**src/dds_ctl_pkg.sv**
```systemverilog
// package: field positions, destination codes, reset values and widths for control word one
package dds_ctl_pkg;
   localparam int word_w = 32;
   localparam int dest_hi = 13;
   localparam int dest_lo = 12;
   localparam int acc_en_bit = 11;
   localparam int dc_out_bit = 10;
   localparam int state_trig_bit = 9;
   localparam int no_dwell_bit = 8;
   localparam int ext_pd_mode_bit = 7;
   localparam int dig_pd_bit = 6;
   localparam int dac_pd_bit = 5;
   localparam int clk_pd_bit = 4;
   localparam int load_rate_bit = 3;
   localparam int aclr_aux_bit = 2;
   localparam int aclr_phase_bit = 1;
   localparam int sine_bit = 0;
   localparam logic [1:0] dest_freq = 2'h0;
   localparam logic [1:0] dest_phase = 2'h1;
   localparam logic [31:0] ctl_reset = 32'h0000_0000;
   localparam int rate_w = 16;
   localparam logic [15:0] rate_reset = 16'h0001;
endpackage : dds_ctl_pkg

```
**src/pin_sync.sv**
```systemverilog
// three-stage synchroniser for a level from outside the clock domain
`timescale 1ns/1ps
module pin_sync
(
   input wire logic ref_clk, // system clock
   input wire logic rst_b, // synchronous reset, active low
   input wire logic pin_in, // asynchronous level
   output logic level_out // filtered level
);
   logic s1_q;
   logic s2_q;
   logic s3_q;
   always_ff @(posedge ref_clk)
   begin
      if (!rst_b)
      begin
         s1_q <= 1'b0;
         s2_q <= 1'b0;
         s3_q <= 1'b0;
         level_out <= 1'b0;
      end
      else
      begin
         s1_q <= pin_in;
         s2_q <= s1_q;
         s3_q <= s2_q;
         // change accepted only when stages two and three agree
         if (s2_q == s3_q)
            level_out <= s3_q;
      end
   end
endmodule : pin_sync

```
**src/rate_timer.sv**
```systemverilog
// ramp rate timer: counts down, reloads on timeout or on forced load
`timescale 1ns/1ps
module rate_timer #(
   parameter int W = 16
)
(
   input wire logic ref_clk, // system clock
   input wire logic rst_b, // synchronous reset, active low
   input wire logic run, // count enable
   input wire logic force_load, // load new value at once
   input wire logic [W-1:0] rate, // active reload value
   output logic tick // one-cycle pulse on timeout
);
   logic [W-1:0] cnt_q;
   wire timeout = (cnt_q == '0);
   always_ff @(posedge ref_clk)
   begin
      if (!rst_b)
      begin
         cnt_q <= '0;
         tick <= 1'b0;
      end
      else
      begin
         tick <= run && timeout && !force_load;
         if (force_load)
            cnt_q <= rate;
         else if (run)
            cnt_q <= timeout ? rate : cnt_q - 1'b1;
      end
   end
endmodule : rate_timer

```
**src/dds_ctl_word.sv**
```systemverilog
// control word one: shadow and active copies, decode into core controls
// What this block does
// - destination 00 selects frequency switching or sweep
// - destination 01 selects phase switching or sweep
// - auxiliary accumulator runs only when enabled
// - dc output forces full scale during sweep
// - bit 9 picks edge or level trigger
// - no-dwell returns to start, else hold
// - fast power-down idles digital logic only
// - full power-down idles every function
// - digital power-down bit idles core
// - converter power-down bit disables converter
// - clock power-down stops clock generation
// - rate update waits for timer timeout
// - rate update on strobe reloads immediately
// - strobe clears auxiliary accumulator one cycle
// - strobe clears phase accumulator one cycle
// - bit 0 selects sine or cosine
// - written bits take effect on update strobe
`timescale 1ns/1ps
module dds_ctl_word #(
   parameter int RATE_W = dds_ctl_pkg::rate_w
)
(
   input wire logic ref_clk, // system clock, 200 MHz
   input wire logic rst_b, // synchronous reset, active low
   input wire logic wr_en, // io port write strobe for control word one
   input wire logic [31:0] wr_data, // io port write data
   output logic [31:0] rd_data, // io port read data, shadow copy
   input wire logic [RATE_W-1:0] sweep_rate_value, // written sweep rate value
   input wire logic io_update_pin, // update strobe pin, asynchronous
   input wire logic external_powerdown_pin, // external power-down pin, asynchronous
   input wire logic sweep_ctl_pin, // sweep trigger input, asynchronous
   input wire logic sweep_done, // core reports sweep end
   output logic [31:0] active_word, // active copy of control word one
   output logic freq_dest, // aux accumulator drives frequency
   output logic phase_dest, // aux accumulator drives phase
   output logic aux_acc_run, // aux accumulator running
   output logic dc_full_scale, // converter input forced to full scale
   output logic dds_out_off, // synthesized output disabled
   output logic sweep_trigger, // sweep advance request
   output logic sweep_to_start, // return sweep to initial value
   output logic sweep_hold, // hold sweep at final value
   output logic digital_pd, // digital logic powered down
   output logic dac_digital_pd, // converter digital logic powered down
   output logic dac_pd, // converter analog section powered down
   output logic pll_pd, // pll powered down
   output logic osc_pd, // oscillator and clock input powered down
   output logic clk_gen_stop, // all clock generation stopped
   output logic rate_tick, // ramp rate timer timeout pulse
   output logic aux_acc_clear, // aux accumulator load zero, one cycle
   output logic phase_acc_clear, // phase accumulator clear, one cycle
   output logic sine_sel // 1 sine, 0 cosine
);
   // ---------------------------------------------------------------
   // input synchronisers
   // ---------------------------------------------------------------
   logic upd_lvl;
   logic pd_lvl;
   logic trig_lvl;
   pin_sync u_upd (.ref_clk(ref_clk), .rst_b(rst_b), .pin_in(io_update_pin), .level_out(upd_lvl));
   pin_sync u_pd (.ref_clk(ref_clk), .rst_b(rst_b), .pin_in(external_powerdown_pin), .level_out(pd_lvl));
   pin_sync u_trig (.ref_clk(ref_clk), .rst_b(rst_b), .pin_in(sweep_ctl_pin), .level_out(trig_lvl));

   logic upd_prev_q;
   logic trig_prev_q;
   wire upd_pulse = upd_lvl && !upd_prev_q;
   wire trig_edge = trig_lvl && !trig_prev_q;

   // ---------------------------------------------------------------
   // shadow and active registers
   // ---------------------------------------------------------------
   logic [31:0] shadow_q;
   logic [31:0] active_q;
   logic [RATE_W-1:0] rate_shadow_q;
   logic [RATE_W-1:0] rate_active_q;
   logic rate_pending_q;

   // edge history resets low like the filtered levels, so reset itself makes no edge
   always_ff @(posedge ref_clk)
   begin
      if (!rst_b)
      begin
         upd_prev_q <= 1'b0;
         trig_prev_q <= 1'b0;
      end
      else
      begin
         upd_prev_q <= upd_lvl;
         trig_prev_q <= trig_lvl;
      end
   end

   always_ff @(posedge ref_clk)
   begin
      if (!rst_b)
      begin
         shadow_q <= dds_ctl_pkg::ctl_reset;
         active_q <= dds_ctl_pkg::ctl_reset;
      end
      else
      begin
         if (wr_en)
            shadow_q <= wr_data;
         if (upd_pulse)
            active_q <= shadow_q;
      end
   end

   // ---------------------------------------------------------------
   // field decode
   // ---------------------------------------------------------------
   wire [1:0] dest_f = active_q[dds_ctl_pkg::dest_hi:dds_ctl_pkg::dest_lo];
   wire acc_en = active_q[dds_ctl_pkg::acc_en_bit];
   wire dc_bit = active_q[dds_ctl_pkg::dc_out_bit];
   wire state_mode = active_q[dds_ctl_pkg::state_trig_bit];
   wire no_dwell = active_q[dds_ctl_pkg::no_dwell_bit];
   wire full_pd_mode = active_q[dds_ctl_pkg::ext_pd_mode_bit];
   // auto-clear uses the value just transferred, so the strobe's own word governs it
   wire aclr_aux = shadow_q[dds_ctl_pkg::aclr_aux_bit];
   wire aclr_ph = shadow_q[dds_ctl_pkg::aclr_phase_bit];

   wire fast_pd = pd_lvl && !full_pd_mode;
   wire full_pd = pd_lvl && full_pd_mode;
   wire dig_off = active_q[dds_ctl_pkg::dig_pd_bit] || pd_lvl;
   wire dac_off = active_q[dds_ctl_pkg::dac_pd_bit] || full_pd;
   wire clk_off = active_q[dds_ctl_pkg::clk_pd_bit] || full_pd;
   wire trig_d = state_mode ? trig_lvl : trig_edge;
   wire fdest_d = acc_en && (dest_f == dds_ctl_pkg::dest_freq);
   wire pdest_d = acc_en && (dest_f == dds_ctl_pkg::dest_phase);

   // ---------------------------------------------------------------
   // sweep rate value handling
   // ---------------------------------------------------------------
   logic timer_tick;
   wire force_load = upd_pulse && shadow_q[dds_ctl_pkg::load_rate_bit];
   wire take_rate = force_load || (timer_tick && rate_pending_q);
   // a deferred value must be what the timer reloads at timeout, else the old rate runs one more period
   wire [RATE_W-1:0] reload_val = (force_load || rate_pending_q) ? rate_shadow_q : rate_active_q;

   always_ff @(posedge ref_clk)
   begin
      if (!rst_b)
      begin
         rate_shadow_q <= dds_ctl_pkg::rate_reset[RATE_W-1:0];
         rate_active_q <= dds_ctl_pkg::rate_reset[RATE_W-1:0];
         rate_pending_q <= 1'b0;
      end
      else
      begin
         rate_shadow_q <= sweep_rate_value;
         if (take_rate)
            rate_active_q <= rate_shadow_q;
         if (upd_pulse && !shadow_q[dds_ctl_pkg::load_rate_bit])
            rate_pending_q <= 1'b1;
         else if (take_rate)
            rate_pending_q <= 1'b0;
      end
   end

   rate_timer #(.W(RATE_W)) u_timer
   (
      .ref_clk(ref_clk),
      .rst_b(rst_b),
      .run(acc_en && !dig_off),
      .force_load(force_load),
      .rate(reload_val),
      .tick(timer_tick)
   );

   // ---------------------------------------------------------------
   // registered outputs: readback and active copy
   // ---------------------------------------------------------------
   always_ff @(posedge ref_clk)
   begin
      if (!rst_b)
      begin
         rd_data <= dds_ctl_pkg::ctl_reset;
         active_word <= dds_ctl_pkg::ctl_reset;
      end
      else
      begin
         rd_data <= shadow_q;
         active_word <= active_q;
      end
   end

   // ---------------------------------------------------------------
   // registered outputs: auxiliary accumulator and sweep
   // ---------------------------------------------------------------
   always_ff @(posedge ref_clk)
   begin
      if (!rst_b)
      begin
         freq_dest <= 1'b0;
         phase_dest <= 1'b0;
         aux_acc_run <= 1'b0;
         dc_full_scale <= 1'b0;
         dds_out_off <= 1'b0;
         sweep_trigger <= 1'b0;
         sweep_to_start <= 1'b0;
         sweep_hold <= 1'b0;
         sine_sel <= 1'b0;
      end
      else
      begin
         freq_dest <= fdest_d;
         phase_dest <= pdest_d;
         aux_acc_run <= acc_en;
         dc_full_scale <= acc_en && dc_bit;
         dds_out_off <= acc_en && dc_bit;
         sweep_trigger <= acc_en && trig_d;
         sweep_to_start <= acc_en && sweep_done && no_dwell;
         sweep_hold <= acc_en && sweep_done && !no_dwell;
         sine_sel <= active_q[dds_ctl_pkg::sine_bit];
      end
   end

   // ---------------------------------------------------------------
   // registered outputs: power-down
   // ---------------------------------------------------------------
   always_ff @(posedge ref_clk)
   begin
      if (!rst_b)
      begin
         digital_pd <= 1'b0;
         dac_digital_pd <= 1'b0;
         dac_pd <= 1'b0;
         pll_pd <= 1'b0;
         osc_pd <= 1'b0;
         clk_gen_stop <= 1'b0;
      end
      else
      begin
         digital_pd <= dig_off;
         dac_digital_pd <= fast_pd || full_pd;
         dac_pd <= dac_off;
         pll_pd <= full_pd;
         osc_pd <= clk_off;
         clk_gen_stop <= clk_off;
      end
   end

   // ---------------------------------------------------------------
   // registered outputs: one-cycle pulses
   // ---------------------------------------------------------------
   always_ff @(posedge ref_clk)
   begin
      if (!rst_b)
      begin
         rate_tick <= 1'b0;
         aux_acc_clear <= 1'b0;
         phase_acc_clear <= 1'b0;
      end
      else
      begin
         rate_tick <= timer_tick;
         aux_acc_clear <= upd_pulse && aclr_aux;
         phase_acc_clear <= upd_pulse && aclr_ph;
      end
   end

   // ---------------------------------------------------------------
   // checks
   // ---------------------------------------------------------------
   a_shadow_transfer: assert property (@(posedge ref_clk) disable iff (!rst_b)
      upd_pulse |=> active_q == $past(shadow_q))
      else $error("active word not loaded on update");
   a_active_stable: assert property (@(posedge ref_clk) disable iff (!rst_b)
      !upd_pulse |=> $stable(active_q))
      else $error("active word changed without update");
   a_aux_clear_once: assert property (@(posedge ref_clk) disable iff (!rst_b)
      aux_acc_clear |=> !aux_acc_clear)
      else $error("aux clear longer than one cycle");
   a_phase_clear_cause: assert property (@(posedge ref_clk) disable iff (!rst_b)
      (upd_pulse && aclr_ph) |=> phase_acc_clear ##1 !phase_acc_clear)
      else $error("phase clear not exactly one cycle");
   a_dc_gated: assert property (@(posedge ref_clk) disable iff (!rst_b)
      dc_full_scale |-> $past(acc_en))
      else $error("dc output without sweep enabled");
   a_acc_run: assert property (@(posedge ref_clk) disable iff (!rst_b)
      !acc_en |=> !aux_acc_run && !freq_dest && !phase_dest)
      else $error("aux accumulator active while disabled");
   a_fast_pd: assert property (@(posedge ref_clk) disable iff (!rst_b)
      (fast_pd && !active_q[dds_ctl_pkg::clk_pd_bit] && !active_q[dds_ctl_pkg::dac_pd_bit])
      |=> digital_pd && !pll_pd && !dac_pd && !osc_pd)
      else $error("fast power-down touched analog parts");
   a_full_pd: assert property (@(posedge ref_clk) disable iff (!rst_b)
      full_pd |=> pll_pd && dac_pd && digital_pd && clk_gen_stop)
      else $error("full power-down incomplete");
   a_sine_sel: assert property (@(posedge ref_clk) disable iff (!rst_b)
      sine_sel == $past(active_q[dds_ctl_pkg::sine_bit]))
      else $error("sine select mismatch");
   a_rate_force: assert property (@(posedge ref_clk) disable iff (!rst_b)
      force_load |=> rate_active_q == $past(rate_shadow_q))
      else $error("rate not loaded on update");
   a_dest_freq: assert property (@(posedge ref_clk) disable iff (!rst_b)
      (acc_en && dest_f == dds_ctl_pkg::dest_freq) |=> freq_dest && !phase_dest)
      else $error("frequency destination not selected");
   a_dest_phase: assert property (@(posedge ref_clk) disable iff (!rst_b)
      (acc_en && dest_f == dds_ctl_pkg::dest_phase) |=> phase_dest && !freq_dest)
      else $error("phase destination not selected");
   a_acc_on: assert property (@(posedge ref_clk) disable iff (!rst_b)
      acc_en |=> aux_acc_run)
      else $error("aux accumulator idle while enabled");
   a_dc_forced: assert property (@(posedge ref_clk) disable iff (!rst_b)
      (acc_en && dc_bit) |=> dc_full_scale && dds_out_off)
      else $error("dc output not forced");
   a_trig_level: assert property (@(posedge ref_clk) disable iff (!rst_b)
      (acc_en && state_mode) |=> sweep_trigger == $past(trig_lvl))
      else $error("level trigger mismatch");
   a_trig_edge: assert property (@(posedge ref_clk) disable iff (!rst_b)
      (acc_en && !state_mode) |=> sweep_trigger == $past(trig_edge))
      else $error("edge trigger mismatch");
   a_dwell_choice: assert property (@(posedge ref_clk) disable iff (!rst_b)
      (acc_en && sweep_done) |=> sweep_to_start == $past(no_dwell) && sweep_hold == !$past(no_dwell))
      else $error("sweep end behaviour mismatch");
   a_sweep_ignored: assert property (@(posedge ref_clk) disable iff (!rst_b)
      !acc_en |=> !sweep_to_start && !sweep_hold && !sweep_trigger && !dc_full_scale)
      else $error("sweep controls active while disabled");
   a_digital_pd: assert property (@(posedge ref_clk) disable iff (!rst_b)
      active_q[dds_ctl_pkg::dig_pd_bit] |=> digital_pd)
      else $error("digital core not powered down");
   a_dac_pd: assert property (@(posedge ref_clk) disable iff (!rst_b)
      active_q[dds_ctl_pkg::dac_pd_bit] |=> dac_pd)
      else $error("converter not powered down");
   a_clock_stop: assert property (@(posedge ref_clk) disable iff (!rst_b)
      active_q[dds_ctl_pkg::clk_pd_bit] |=> clk_gen_stop && osc_pd)
      else $error("clock generation not stopped");
   a_rate_deferred: assert property (@(posedge ref_clk) disable iff (!rst_b)
      (upd_pulse && !shadow_q[dds_ctl_pkg::load_rate_bit] && !timer_tick) |=> $stable(rate_active_q))
      else $error("deferred rate taken at update");
   a_rate_timeout: assert property (@(posedge ref_clk) disable iff (!rst_b)
      (timer_tick && rate_pending_q && !upd_pulse) |=> !rate_pending_q && rate_active_q == $past(rate_shadow_q))
      else $error("deferred rate not taken at timeout");
   a_aux_clear_cause: assert property (@(posedge ref_clk) disable iff (!rst_b)
      (upd_pulse && aclr_aux) |=> aux_acc_clear ##1 !aux_acc_clear)
      else $error("aux clear not exactly one cycle");
   a_clear_source: assert property (@(posedge ref_clk) disable iff (!rst_b)
      !upd_pulse |=> !aux_acc_clear && !phase_acc_clear)
      else $error("accumulator clear without update");
   a_readback: assert property (@(posedge ref_clk) disable iff (!rst_b)
      wr_en |=> ##1 rd_data == $past(wr_data, 2))
      else $error("shadow readback mismatch");
endmodule : dds_ctl_word

```
**config.mk**
```make
export PLATFORM = sky130hd
export DESIGN_NAME = dds_ctl_word
export DESIGN_NICKNAME = d
export VERILOG_FILES = /design/src/dds_ctl_pkg.sv /design/src/pin_sync.sv /design/src/rate_timer.sv /design/src/dds_ctl_word.sv
export SDC_FILE = /design/constraint.sdc
export NUM_CORES = 1
export LEC_CHECK = 0
export BUFFER_PORTS_ARGS = -buffer_cell sky130_fd_sc_hd__buf_2
export CAP_MARGIN = 10
export CORE_MARGIN = 2
export CORE_UTILIZATION = 55
export DETAILED_ROUTE_END_ITERATION = 6
export PLACE_DENSITY = 0.79
export SYNTH_ARGS = -nofsm -noshare
export SYNTH_HDL_FRONTEND = slang
export SYNTH_SLANG_ARGS = --single-unit
export TNS_END_PERCENT = 1
```
**constraint.sdc**
```tcl
create_clock -name ref_clk -period 3.1 [get_ports ref_clk]
set_clock_uncertainty 0.2 [all_clocks]
set_input_delay 0.465 -clock ref_clk [delete_from_list [all_inputs] [get_ports ref_clk]]
set_output_delay 0.465 -clock ref_clk [all_outputs]
set_load 0.005 [all_outputs]
```
## Yosys cells after proc, flatten, opt, wreduce, memory -nomap -nowiden

Index checks and enable logic that the tools add are counted.

- Register bits: 208
- Output and inout bits: 82
- Word-level logic and storage cells: 87

- Add/sub/neg operators: 1
- Eq/ne operators: 4
- Mux-type cells: 7
- Reductions and logical operators: 36

Operators by type and width:

| kind | number |
|---|---|
| 2-to-1 mux 16 bit | 4 |
| logical AND 1 bit | 19 |
| zero test 16 bit | 1 |
| subtractor 16 x 1 -> 16 bit (second input constant) | 1 |
| zero test 1 bit | 7 |
| logical OR 1 bit | 6 |
| nonzero test 2 bit | 2 |
| equality test 1 bit | 3 |
| 2-to-1 mux 1 bit | 3 |
| equality test 2 x 1 -> 1 bit (second input constant) | 1 |
| zero test 2 bit | 1 |

## Depth between registers and ports, before layout

Gate-level depths: netlist of the first run.

- Depth after elaboration: 8
- Gate-level depth with buffers: 9
- Mapped depth without buffers: 7

## By module

From an unflattened synthesis of the first run, not the netlist that was laid out.

- Cell total of the unflattened synthesis: 707
- Area, all modules: 7338.3 µm²

Modules (own cells, without submodules):

| module | times used | cells an instance | area each (µm²) | sequential area each (µm²) |
|---|---|---|---|---|
| dds_ctl_word | 1 | 542 | 5854.4 | 3543.4 |
| rate_timer | 1 | 135 | 1134.8 | 340.3 |
| pin_sync | 3 | 10 | 116.4 | 80.1 |

## Least setup slack after synthesis of the first run

OpenSTA, ideal clock, no wires.

- Path kind: register to register
- From: register u_timer.cnt_q[0]
- To: register u_timer.cnt_q[14]
- Arrival: 1.754 ns
- Required time: 2.780 ns
- Path slack: 1.027 ns
- Stages on the path, launching flop included: 8
- Path buffers: 0
- Clock period less this slack: 2.073 ns
- Cell sequence: dfxtp_1 > inv_1 > ha_1 > nor3b_1 > nand4_1 > o31a_1 > o21a_1 > o31a_1

- Word-level cells in the longest chain between the ends: 4
- Elaborated cells between the ends (all ways): 5
- Classes of those cells: add/sub: 1; mux: 3; reduce/logical: 1

RTL lines:

| what | line | text |
|---|---|---|
| start, declared | rate_timer.sv:14 | `logic [W-1:0] cnt_q;` |
| start signal, assigned | rate_timer.sv:27 | `cnt_q <= rate;` |
| start signal, assigned | rate_timer.sv:29 | `cnt_q <= timeout ? rate : cnt_q - 1'b1;` |
| subtractor 16 x 1 -> 16 bit or zero test 16 bit (tied branches) | rate_timer.sv:29, rate_timer.sv:15 |  |
| 2-to-1 mux 16 bit * | rate_timer.sv:29 |  |
| 2-to-1 mux 16 bit * | rate_timer.sv:28 | `else if (run)` |
| 2-to-1 mux 16 bit * | rate_timer.sv:26 | `if (force_load)` |

Mark *: on every way between the ends. The rest lies on a longest branch, timed or not. The select of a mux whose other input is x is not followed.
A chain may end at the register's enable or synchronous reset.

## Worst setup path after layout of the first run

- From: register u_timer.cnt_q[0]
- To: register u_timer.cnt_q[10]

The elaborated chain is that of the path after synthesis.

==> flow_summary.json, run 1 <==
{
  "status": "finished, final reports clean",
  "grt_pass1_vias": 4918,
  "viasPerCell": 5.126,
  "wl_per_cell_um": 14.16,
  "synthToLayoutAreaGrowth_pct": 21.74,
  "gp_congestion": 0.8295,
  "synthMuxAreaShare": 0.06382,
  "vias": 5377,
  "syn-num-nets": 778,
  "crit_fanout": 19,
  "clkTransAtPathRegs_ns": 0.06,
  "worst-r2r-cell-count": 7,
  "worst-r2r-setup-slack_ns": 0.54,
  "min-delay-start": "sweep_rate_value[3]",
  "timing.rr.start": "u_timer.cnt_q[0]",
  "post_cts_buffers": 0,
  "synth-compound-area-share": 0.1101,
  "relSlewSlack": 0.3983,
  "holdWs_ns": 0.004981,
  "dieWidth_um": 119.2,
  "synth_top_family_by_area": "simple AND/OR/NAND/NOR gates",
  "final_cell_mix": "dfxtp_1, buf_2, nand2_1, and2_1, mux2i_1",
  "antenna_found_initial": 0,
  "cts_buffers": 21,
  "final_common_cell": "dfxtp_1",
  "hold_violations": 0,
  "synth_edf_count": 0,
  "start_util": 0.5574,
  "synthXorXnorAreaFrac": 0,
  "ys_ff_latch": 206,
  "drt-total-wl_mm": 14.85,
  "crit_end": "u_timer.cnt_q[10]",
  "nets": 917,
  "fin_tns_setup_ns": 0,
  "clock_sinks": 206,
  "portBuffers": 136,
  "dieArea_um2": 14200,
  "startpoint": "u_timer.cnt_q[0]",
  "route.antenna.remaining_nets": 0,
  "timing.rr.end": "u_timer.cnt_q[10]",
  "yosys.cell_types.count": 53,
  "setup_viol": 0,
  "end_kind": "register",
  "peakVddDrop_v": 0.0004431,
  "async_reset_ff_frac": 0,
  "p_clk_frac": 0.433,
  "total_power_uw": 5357,
  "dp_hpwl_mm": 9.960,
  "synth_simple_gate_area_frac": 0.2246,
  "first_pass_iters": 5,
  "cts_tree": "yes",
  "drv_slew": 0,
  "power_frac_seq": 0.512,
  "core_area_um2": 13090,
  "cp.required_ns": 3.27,
  "hold_path_class": "primary input to register",
  "drv_cap": 0,
  "drive_gt1_frac": 0.2188,
  "clock_latency_ns": 0.49,
  "io_pins": 137,
  "grt_overflow_total": 0,
  "fin_crit_sh": 0.8259,
  "synthCells": 721,
  "antenna_cells": 0,
  "p_per_area_nw_per_um2": 603.4,
  "syn-mean-instance-area_um2": 10.12,
  "crit_path_start_kind": "register",
  "synthAdderAreaFrac": 0.003431,
  "num_rows": 42,
  "p_sw_uw": 1164,
  "min_period_ns": 2.560,
  "clockBufferDepth": 3,
  "crit_type": "register to register",
  "synth_warnings": 0,
  "yosysSeqAreaShare": 0.5654,
  "clock-root-buffer": "clkbuf_16",
  "grt_pass1_wl_mm": 24.23,
  "synth-main-ff-cell": "dfxtp_1",
  "htreeDepth": 1,
  "syn_area_um2": 7293,
  "arrival_ns": 2.74,
  "fmax_mhz": 390.6,
  "cts_resized": 0,
  "p_int_uw": 4193,
  "drc": 0,
  "tightestPinTransition_ns": 0.9025,
  "grt_usage": 0.2059,
  "die_h_um": 119.2,
  "grt_max_degree": 63,
  "rsz0062_at_grt": "no",
  "drtIter0Drc": 442,
  "p_comb_frac": 0.055,
  "swShare": 0.2172,
  "p_leak_uw": 0.003910
}
==> layer usage <==
metal	vias up	part of all wire	track usage
met5	-	0	0
met4	0	0.014	0.04836
met3	24	0.066	0.03640
met2	192	0.46	0.3398
met1	2466	0.46	0.2825
li1	2695	-	-
==> critical path: stages, from the launching register on <==
cell and delay [ns]:
dfxtp_1 0.35, inv_1 0.13, ha_1 0.15, nor4b_2 0.33, a41oi_2 0.53, a221oi_1 0.46, a21oi_1 0.08, o21a_1 0.22
==> Yosys cell counts, types with 5 or more instances <==
cell type / number / area (um2)
and2_1: 95 / 594.3
nand3_1: 23 / 115.1
nand2_1: 95 / 356.6
inv_1: 5 / 18.77
a21boi_0: 38 / 285.3
buf_4: 6 / 45.04
nor2_1: 11 / 41.29
mux2i_1: 42 / 420.4
clkbuf_1: 35 / 131.4
a21oi_1: 8 / 40.04
o21ai_1: 6 / 30.03
nor3_1: 12 / 60.06
dfxtp_1: 206 / 4124
nor2b_1: 35 / 219.0
nor4_1: 5 / 31.28
o21ai_0: 12 / 60.06
o31a_1: 8 / 70.07
a21boi_1: 13 / 97.59
==> sequential cells by signal (all words and copies together) (netlist names), 16 cells and up <==
register	count
u_timer.cnt_q	16
active_word	32
shadow_q	32
rate_shadow_q	16
rate_active_q	16
rd_data	32
active_q	32
==> how the worst min path moves through the flow <==
stage | end | depth (start not counted)
finish | rate_shadow_q[3] | 2
global route | rate_shadow_q[3] | 2
CTS | rate_shadow_q[3] | 2
detailed placement | u_upd.s2_q | 1
global placement | u_trig.s2_q | 1
floorplan | u_pd.s2_q | 1
==> through the flow <==
stage	area [um2]	cells	utilization	worst slack [ns]
finish	8879	1049	0.6785	0.5398
detailed placement	8063	995	0.6162	0.6291
CTS	8879	1049	0.6785	0.6132
global placement	8063	995	0.6162	0.7213
floorplan	7293	721	-	1.027
global route	8879	1049	0.6785	0.4030
==> power by group through the flow <==
stage	clock, uW	sequential (uW)	combinational [uW]
2_1_floorplan	0	2790	197
3_3_place_gp	0	2800	268
3_5_place_dp	0	2800	274
4_1_cts	2370	2740	293
5_1_grt	2480	2750	324
6_report	2320	2740	293
==> repair_timing <==
item	CTS	global route
endpoints found under the hold margin	18	0
endpoints found under the setup margin	0	0
hold buffers	18	0
==> kinds of logic (layout without fill, tap and decap cells) <==
family                   after synthesis  after routing
multiplexers                          46             46
AND/OR/NAND/NOR                      302            302
adder cells (fa/ha/maj)                2              2
buffers and inverters                 54            206
flip-flops                           206            206
AO/OA/AOI/OAI                        111            111
==> layout make-up <==
cell class                 count  area, um2
sequential                   206       4124
clock inverter                 6      36.28
tap                          176      220.2
inverter                       5      18.77
multi-input combinational    461       2934
fill                         998       4207
timing repair buffer         165      945.9
clock buffer                  30      599.3
Note: power is estimated with default switching activity, not from simulation.
==> run 2: changes to the inputs <==
--- a/config.mk
+++ b/config.mk
@@ -8,9 +8,9 @@
 export BUFFER_PORTS_ARGS = -buffer_cell sky130_fd_sc_hd__buf_2
 export CAP_MARGIN = 10
 export CORE_MARGIN = 2
-export CORE_UTILIZATION = 55
+export CORE_UTILIZATION = 49
 export DETAILED_ROUTE_END_ITERATION = 6
-export PLACE_DENSITY = 0.79
+export PLACE_DENSITY = 0.75
 export SYNTH_ARGS = -nofsm -noshare
 export SYNTH_HDL_FRONTEND = slang
 export SYNTH_SLANG_ARGS = --single-unit
==> constraint.sdc (replaced) <==
create_clock -name ref_clk -period 2.3 [get_ports ref_clk]
set_clock_uncertainty 0.2 [all_clocks]
set_input_delay 0.345 -clock ref_clk [delete_from_list [all_inputs] [get_ports ref_clk]]
set_output_delay 0.345 -clock ref_clk [all_outputs]
set_load 0.005 [all_outputs]
==> run 2 against run 1 <==
Sequential power grew 35%. Combinational power grew 63%. Via count grew 2.8%. Hold slack gained 0.14 ns. Core utilization shrank 2.8 points. Cell area grew 6.5%. First-iteration DRC count shrank 1.6%. Flip-flop and latch count is the same. Cell count grew 5.6%. Critical endpoint is now u_timer.cnt_q[14].
==> flow_summary.json, run 2 (synthesized netlist as in run 1, its figures left out) <==
{
  "core_area_um2": 14530,
  "dieArea_um2": 15880,
  "end_kind": "register",
  "wl_per_cell_um": 13.98,
  "setup_viol": 0,
  "grt_overflow_total": 0,
  "first_pass_iters": 4,
  "grt_max_degree": 56,
  "fin_tns_setup_ns": 0,
  "tightestPinTransition_ns": 0.5694,
  "nets": 966,
  "dp_hpwl_mm": 10.00,
  "total_power_uw": 7610,
  "p_comb_frac": 0.063,
  "swShare": 0.2110,
  "drv_cap": 0,
  "die_h_um": 126,
  "final_util": 0.6504,
  "drt-total-wl_mm": 15.49,
  "timing.rr.start": "u_timer.cnt_q[0]",
  "start_util": 0.5018,
  "antenna_cells": 0,
  "num_rows": 44,
  "clock-root-buffer": "clkbuf_16",
  "drc": 0,
  "cts_buffers": 21,
  "synthToLayoutAreaGrowth_pct": 29.61,
  "portBuffers": 136,
  "crit_fanout": 5,
  "p_leak_uw": 0.004181,
  "stdcell_area_um2": 9453,
  "holdWs_ns": 0.1478,
  "rsz0062_at_grt": "no",
  "holdPathStages": 2,
  "hold_violations": 0,
  "p_per_area_nw_per_um2": 805.1,
  "clock_latency_ns": 0.49,
  "p_sw_uw": 1606,
  "clockBufferDepth": 3,
  "fin_crit_sh": 0.9325,
  "cp.required_ns": 2.49,
  "arrival_ns": 2.33,
  "status": "finished, final reports clean",
  "final_cell_mix": "dfxtp_1, buf_2, nand2_1, and2_1, dlygate4sd3_1",
  "min-delay-start": "rst_b",
  "p_clk_frac": 0.451,
  "grt_usage": 0.1857,
  "io_pins": 137,
  "route.antenna.remaining_nets": 0,
  "timing.rr.end": "u_timer.cnt_q[14]",
  "drtIter0Drc": 435,
  "crit_type": "register to register",
  "antenna_found_initial": 0,
  "viasPerCell": 4.988,
  "crit_path_start_kind": "register",
  "vias": 5527,
  "min_period_ns": 2.145,
  "power_frac_seq": 0.486,
  "grt_pass1_vias": 4997,
  "drv_slew": 0,
  "peakVddDrop_v": 0.0005657,
  "gp_congestion": 0.8809,
  "worst-r2r-setup-slack_ns": 0.16,
  "hold_path_class": "primary input to register",
  "place_area_um2": 8210,
  "dieWidth_um": 126,
  "clkTransAtPathRegs_ns": 0.06,
  "fmax_mhz": 466.3,
  "cts_tree": "yes",
  "drive_gt1_frac": 0.2273,
  "hold_end": "u_timer.cnt_q[14]",
  "relSlewSlack": 0.6164,
  "final_common_cell": "dfxtp_1",
  "htreeDepth": 1,
  "worst-r2r-cell-count": 7,
  "grt_pass1_wl_mm": 24.67,
  "p_int_uw": 6004,
  "clock_sinks": 206
}
[run 2: how the worst max path moves through the flow]
| stage | from | endpoint | slack [ns] |
|---|---|---|---|
| CTS | u_timer.cnt_q[0] | u_timer.cnt_q[14] | 0.02 |
| global route | u_timer.cnt_q[0] | u_timer.cnt_q[14] | 0.009 |
| finish | u_timer.cnt_q[0] | u_timer.cnt_q[14] | 0.16 |
| global placement | u_timer.cnt_q[0] | u_timer.cnt_q[14] | 0.13 |
| detailed placement | u_timer.cnt_q[0] | u_timer.cnt_q[14] | 0.07 |
| floorplan | u_timer.cnt_q[0] | u_timer.cnt_q[14] | 0.23 |
[run 2: area by class of cell]
cell class,count,area [um2]
fillers,1152,5081
flip-flops and latches,206,4124
multi-input cells,461,2949
repair buffers,214,1424
clock buffers,28,571.8
well taps,184,230.2
clock inverters,10,135.1
inverters,5,18.77
[run 2: power groups by stage]
stage	Clock, uW	Combinational, uW	Sequential, uW
final	3430	478	3700
after global routing	3660	524	3700
after CTS	3510	472	3700
after detailed placement	0	402	3780
after global placement	0	397	3780
after floorplan	0	266	3770
[run 2: per-layer routing]
metal / track usage / up-vias / share of wire
li1: - / 2799 / -
met1: 0.2495 / 2516 / 0.46
met2: 0.3039 / 182 / 0.46
met3: 0.02804 / 30 / 0.055
met4: 0.07111 / 0 / 0.029
met5: 0 / - / 0
[run 2: repair_timing]
action | in CTS | in global routing
resized for setup | 0 | 3
buffers inserted | 0 | 0
hold buffers | 52 | 0
endpoints found under the setup margin | 0 | 4
hold endpoints to repair | 53 | 0
[run 2: worst max-delay path: stages (launching register included)]
cell and delay, ns:
dfxtp_1 0.34, inv_1 0.13, ha_1 0.23, nor3b_2 0.28, nand4_1 0.18, o31a_1 0.29
o21a_1 0.17, o31a_1 0.22
[run 2: through the flow]
| stage | cells | worst slack [ns] |
|---|---|---|
| global placement | 1018 | 0.1342 |
| finish | 1108 | 0.1552 |
| global route | 1108 | 0.008598 |
| detailed placement | 1018 | 0.06648 |
| CTS | 1108 | 0.02408 |
| floorplan | 721 | 0.2267 |
==> run 3: changes to the inputs <==
--- a/config.mk
+++ b/config.mk
@@ -8,9 +8,9 @@
 export BUFFER_PORTS_ARGS = -buffer_cell sky130_fd_sc_hd__buf_2
 export CAP_MARGIN = 10
 export CORE_MARGIN = 2
-export CORE_UTILIZATION = 49
+export CORE_UTILIZATION = 45
 export DETAILED_ROUTE_END_ITERATION = 6
-export PLACE_DENSITY = 0.75
+export PLACE_DENSITY = 0.69
 export SYNTH_ARGS = -nofsm -noshare
 export SYNTH_HDL_FRONTEND = slang
 export SYNTH_SLANG_ARGS = --single-unit
==> run 3 against run 2 <==
Flip-flop and latch count stayed put. Register-to-register slack better by 0.02 ns. Worst setup slack better by 0.023 ns. Sequential power hardly changed. Largest cell class unchanged. Core utilization is 5.1 points lower. Clock power hardly changed. Largest power group unchanged. Via count is 1.2% lower. Maximum frequency is 1.1% higher. Critical endpoint is now u_timer.cnt_q[12]. Highest routed layer unchanged.
==> flow_summary.json, run 3 (synthesized netlist as in run 1, its figures left out) <==
{
  "start_util": 0.4591,
  "io_pins": 137,
  "p_comb_frac": 0.064,
  "hold_violations": 0,
  "stdcell_area_um2": 9519,
  "nets": 968,
  "vias": 5462,
  "pre_cts_slack_ns": 0.1221,
  "grt_pass1_wl_mm": 26.28,
  "arrival_ns": 2.37,
  "slowest_delay_ns": 0.45,
  "clkTransAtPathRegs_ns": 0.07,
  "fin_tns_setup_ns": 0,
  "swShare": 0.2266,
  "cp.required_ns": 2.55,
  "dieArea_um2": 17240,
  "dieWidth_um": 131.3,
  "place_area_um2": 8258,
  "dr_wl_met3_um": 846,
  "route.antenna.remaining_nets": 0,
  "grt_max_degree": 67,
  "status": "finished, final reports clean",
  "setup_viol": 0,
  "end_kind": "register",
  "power_frac_seq": 0.484,
  "top_layer_used": "met4",
  "die_h_um": 131.3,
  "drtIter0Drc": 343,
  "htreeDepth": 1,
  "viasPerCell": 4.779,
  "peakVddDrop_v": 0.0006046,
  "cp_slowest_cell": "o31ai_1",
  "worstPathCellList": "inv_1 -> ha_1 -> nor4b_2 -> nand4_1 -> o31ai_1 -> o31a_1",
  "antenna_cells": 0,
  "portBuffers": 136,
  "cts_tree": "yes",
  "grt_pass1_vias": 5296,
  "first_pass_iters": 5,
  "relSlewSlack": 0.6758,
  "hold_path_class": "primary input to register",
  "fmax_mhz": 471.2,
  "drv_slew": 0,
  "crit_type": "register to register",
  "cts_buffers": 22,
  "crit_fanout": 5,
  "dp_hpwl_mm": 10.12,
  "wl_met2_mm": 6.933,
  "clock-root-buffer": "clkbuf_16",
  "clock_latency_ns": 0.51,
  "wl_met1_mm": 7.560,
  "num_rows": 46,
  "wl_per_cell_um": 13.86,
  "fillers": 1385,
  "crit_path_start_kind": "register",
  "p_per_area_nw_per_um2": 803.9,
  "synthToLayoutAreaGrowth_pct": 30.52,
  "drc": 0,
  "antenna_found_initial": 0,
  "p_sw_uw": 1734,
  "core_area_um2": 15890,
  "final_cell_mix": "dfxtp_1, buf_2, nand2_1, and2_1, dlygate4sd3_1",
  "grt_overflow_total": 0,
  "fin_crit_sh": 0.9226,
  "gp_congestion": 0.9142,
  "clock_sinks": 206,
  "post_cts_buffers": 0,
  "drv_cap": 0,
  "tightestPinTransition_ns": 0.4851,
  "min_period_ns": 2.122,
  "setup_slack_ns": 0.1779,
  "drt-total-wl_mm": 15.85,
  "rsz0062_at_grt": "no",
  "p_leak_uw": 0.004184,
  "grt_usage": 0.1815,
  "final_common_cell": "dfxtp_1",
  "clockBufferDepth": 3,
  "p_clk_frac": 0.452,
  "p_int_uw": 5918,
  "drive_gt1_frac": 0.2330
}
[run 3: changes by cell type in the layout (fill, tap and decap cells not counted), moves of 2 or more]
| cell | previous run | this run |
|---|---|---|
| clkinv_2 | 4 | 7 |
| clkbuf_1 | 5 | 2 |
| inv_6 | 2 | 0 |
| bufinv_16 | 3 | 1 |
[run 3: cell type report]
| type | count | area (um2) | area share |
|---|---|---|---|
| Sequential cell | 206 | 4124 | 0.4332 |
| Inverter | 5 | 18.77 | 0.001972 |
| Tap cell | 216 | 270.3 | 0.02839 |
| Clock buffer | 27 | 599.3 | 0.06296 |
| Timing Repair Buffer | 215 | 1431 | 0.1504 |
| Multi-Input combinational cell | 461 | 2940 | 0.3089 |
| Clock inverter | 13 | 135.1 | 0.01420 |
[run 3: worst max-delay path, delay by kind of cell, from the launching register on]
kind,cells,cell delay [ns]
simple gates,2,0.58
fa+ha+maj,1,0.15
buf+inv,1,0.13
compound gates,2,0.66
flops,1,0.34
[run 3: through the flow]
stage	instances	util	total power, uW	hold WS [ns]
finish	1143	0.5992	7653	0.01572
global route	1143	0.5992	7958	0.01164
CTS	1143	0.5989	7744	0.001854
detailed placement	1051	0.5198	4194	0.2177
global placement	1051	0.5198	4189	0.2202
floorplan	721	-	4032	0.2119
[run 3: final timing paths]
kind                       endpoint        startpoint  slack [ns]  depth (start not counted)
setup / recovery  u_timer.cnt_q[12]  u_timer.cnt_q[0]        0.18                          6
hold / removal          active_q[5]             rst_b        0.02                          2
setup reg to reg  u_timer.cnt_q[12]  u_timer.cnt_q[0]        0.18                          6
hold reg to reg         u_trig.s2_q       u_trig.s1_q        0.23                          1
[run 3: power by group through the flow]
| stage | clock network [uW] | logic (uW) | registers, uW |
|---|---|---|---|
| floorplan | 0 | 266 | 3770 |
| global placement | 0 | 413 | 3780 |
| detailed placement | 0 | 417 | 3780 |
| CTS | 3560 | 489 | 3700 |
| global route | 3710 | 539 | 3710 |
| finish | 3460 | 492 | 3700 |
[run 3: timing repair]
action	CTS	global route
gates resized for setup	0	2
hold buffers	52	0
endpoints found under the hold margin	53	0
setup endpoints to repair	0	3
[run 3: routing by layer]
| metal | GRT usage | vias up |
|---|---|---|
| li1 | - | 2803 |
| met1 | 0.2497 | 2459 |
| met2 | 0.2810 | 164 |
| met3 | 0.03472 | 36 |
| met4 | 0.07488 | 0 |
| met5 | 0 | - |
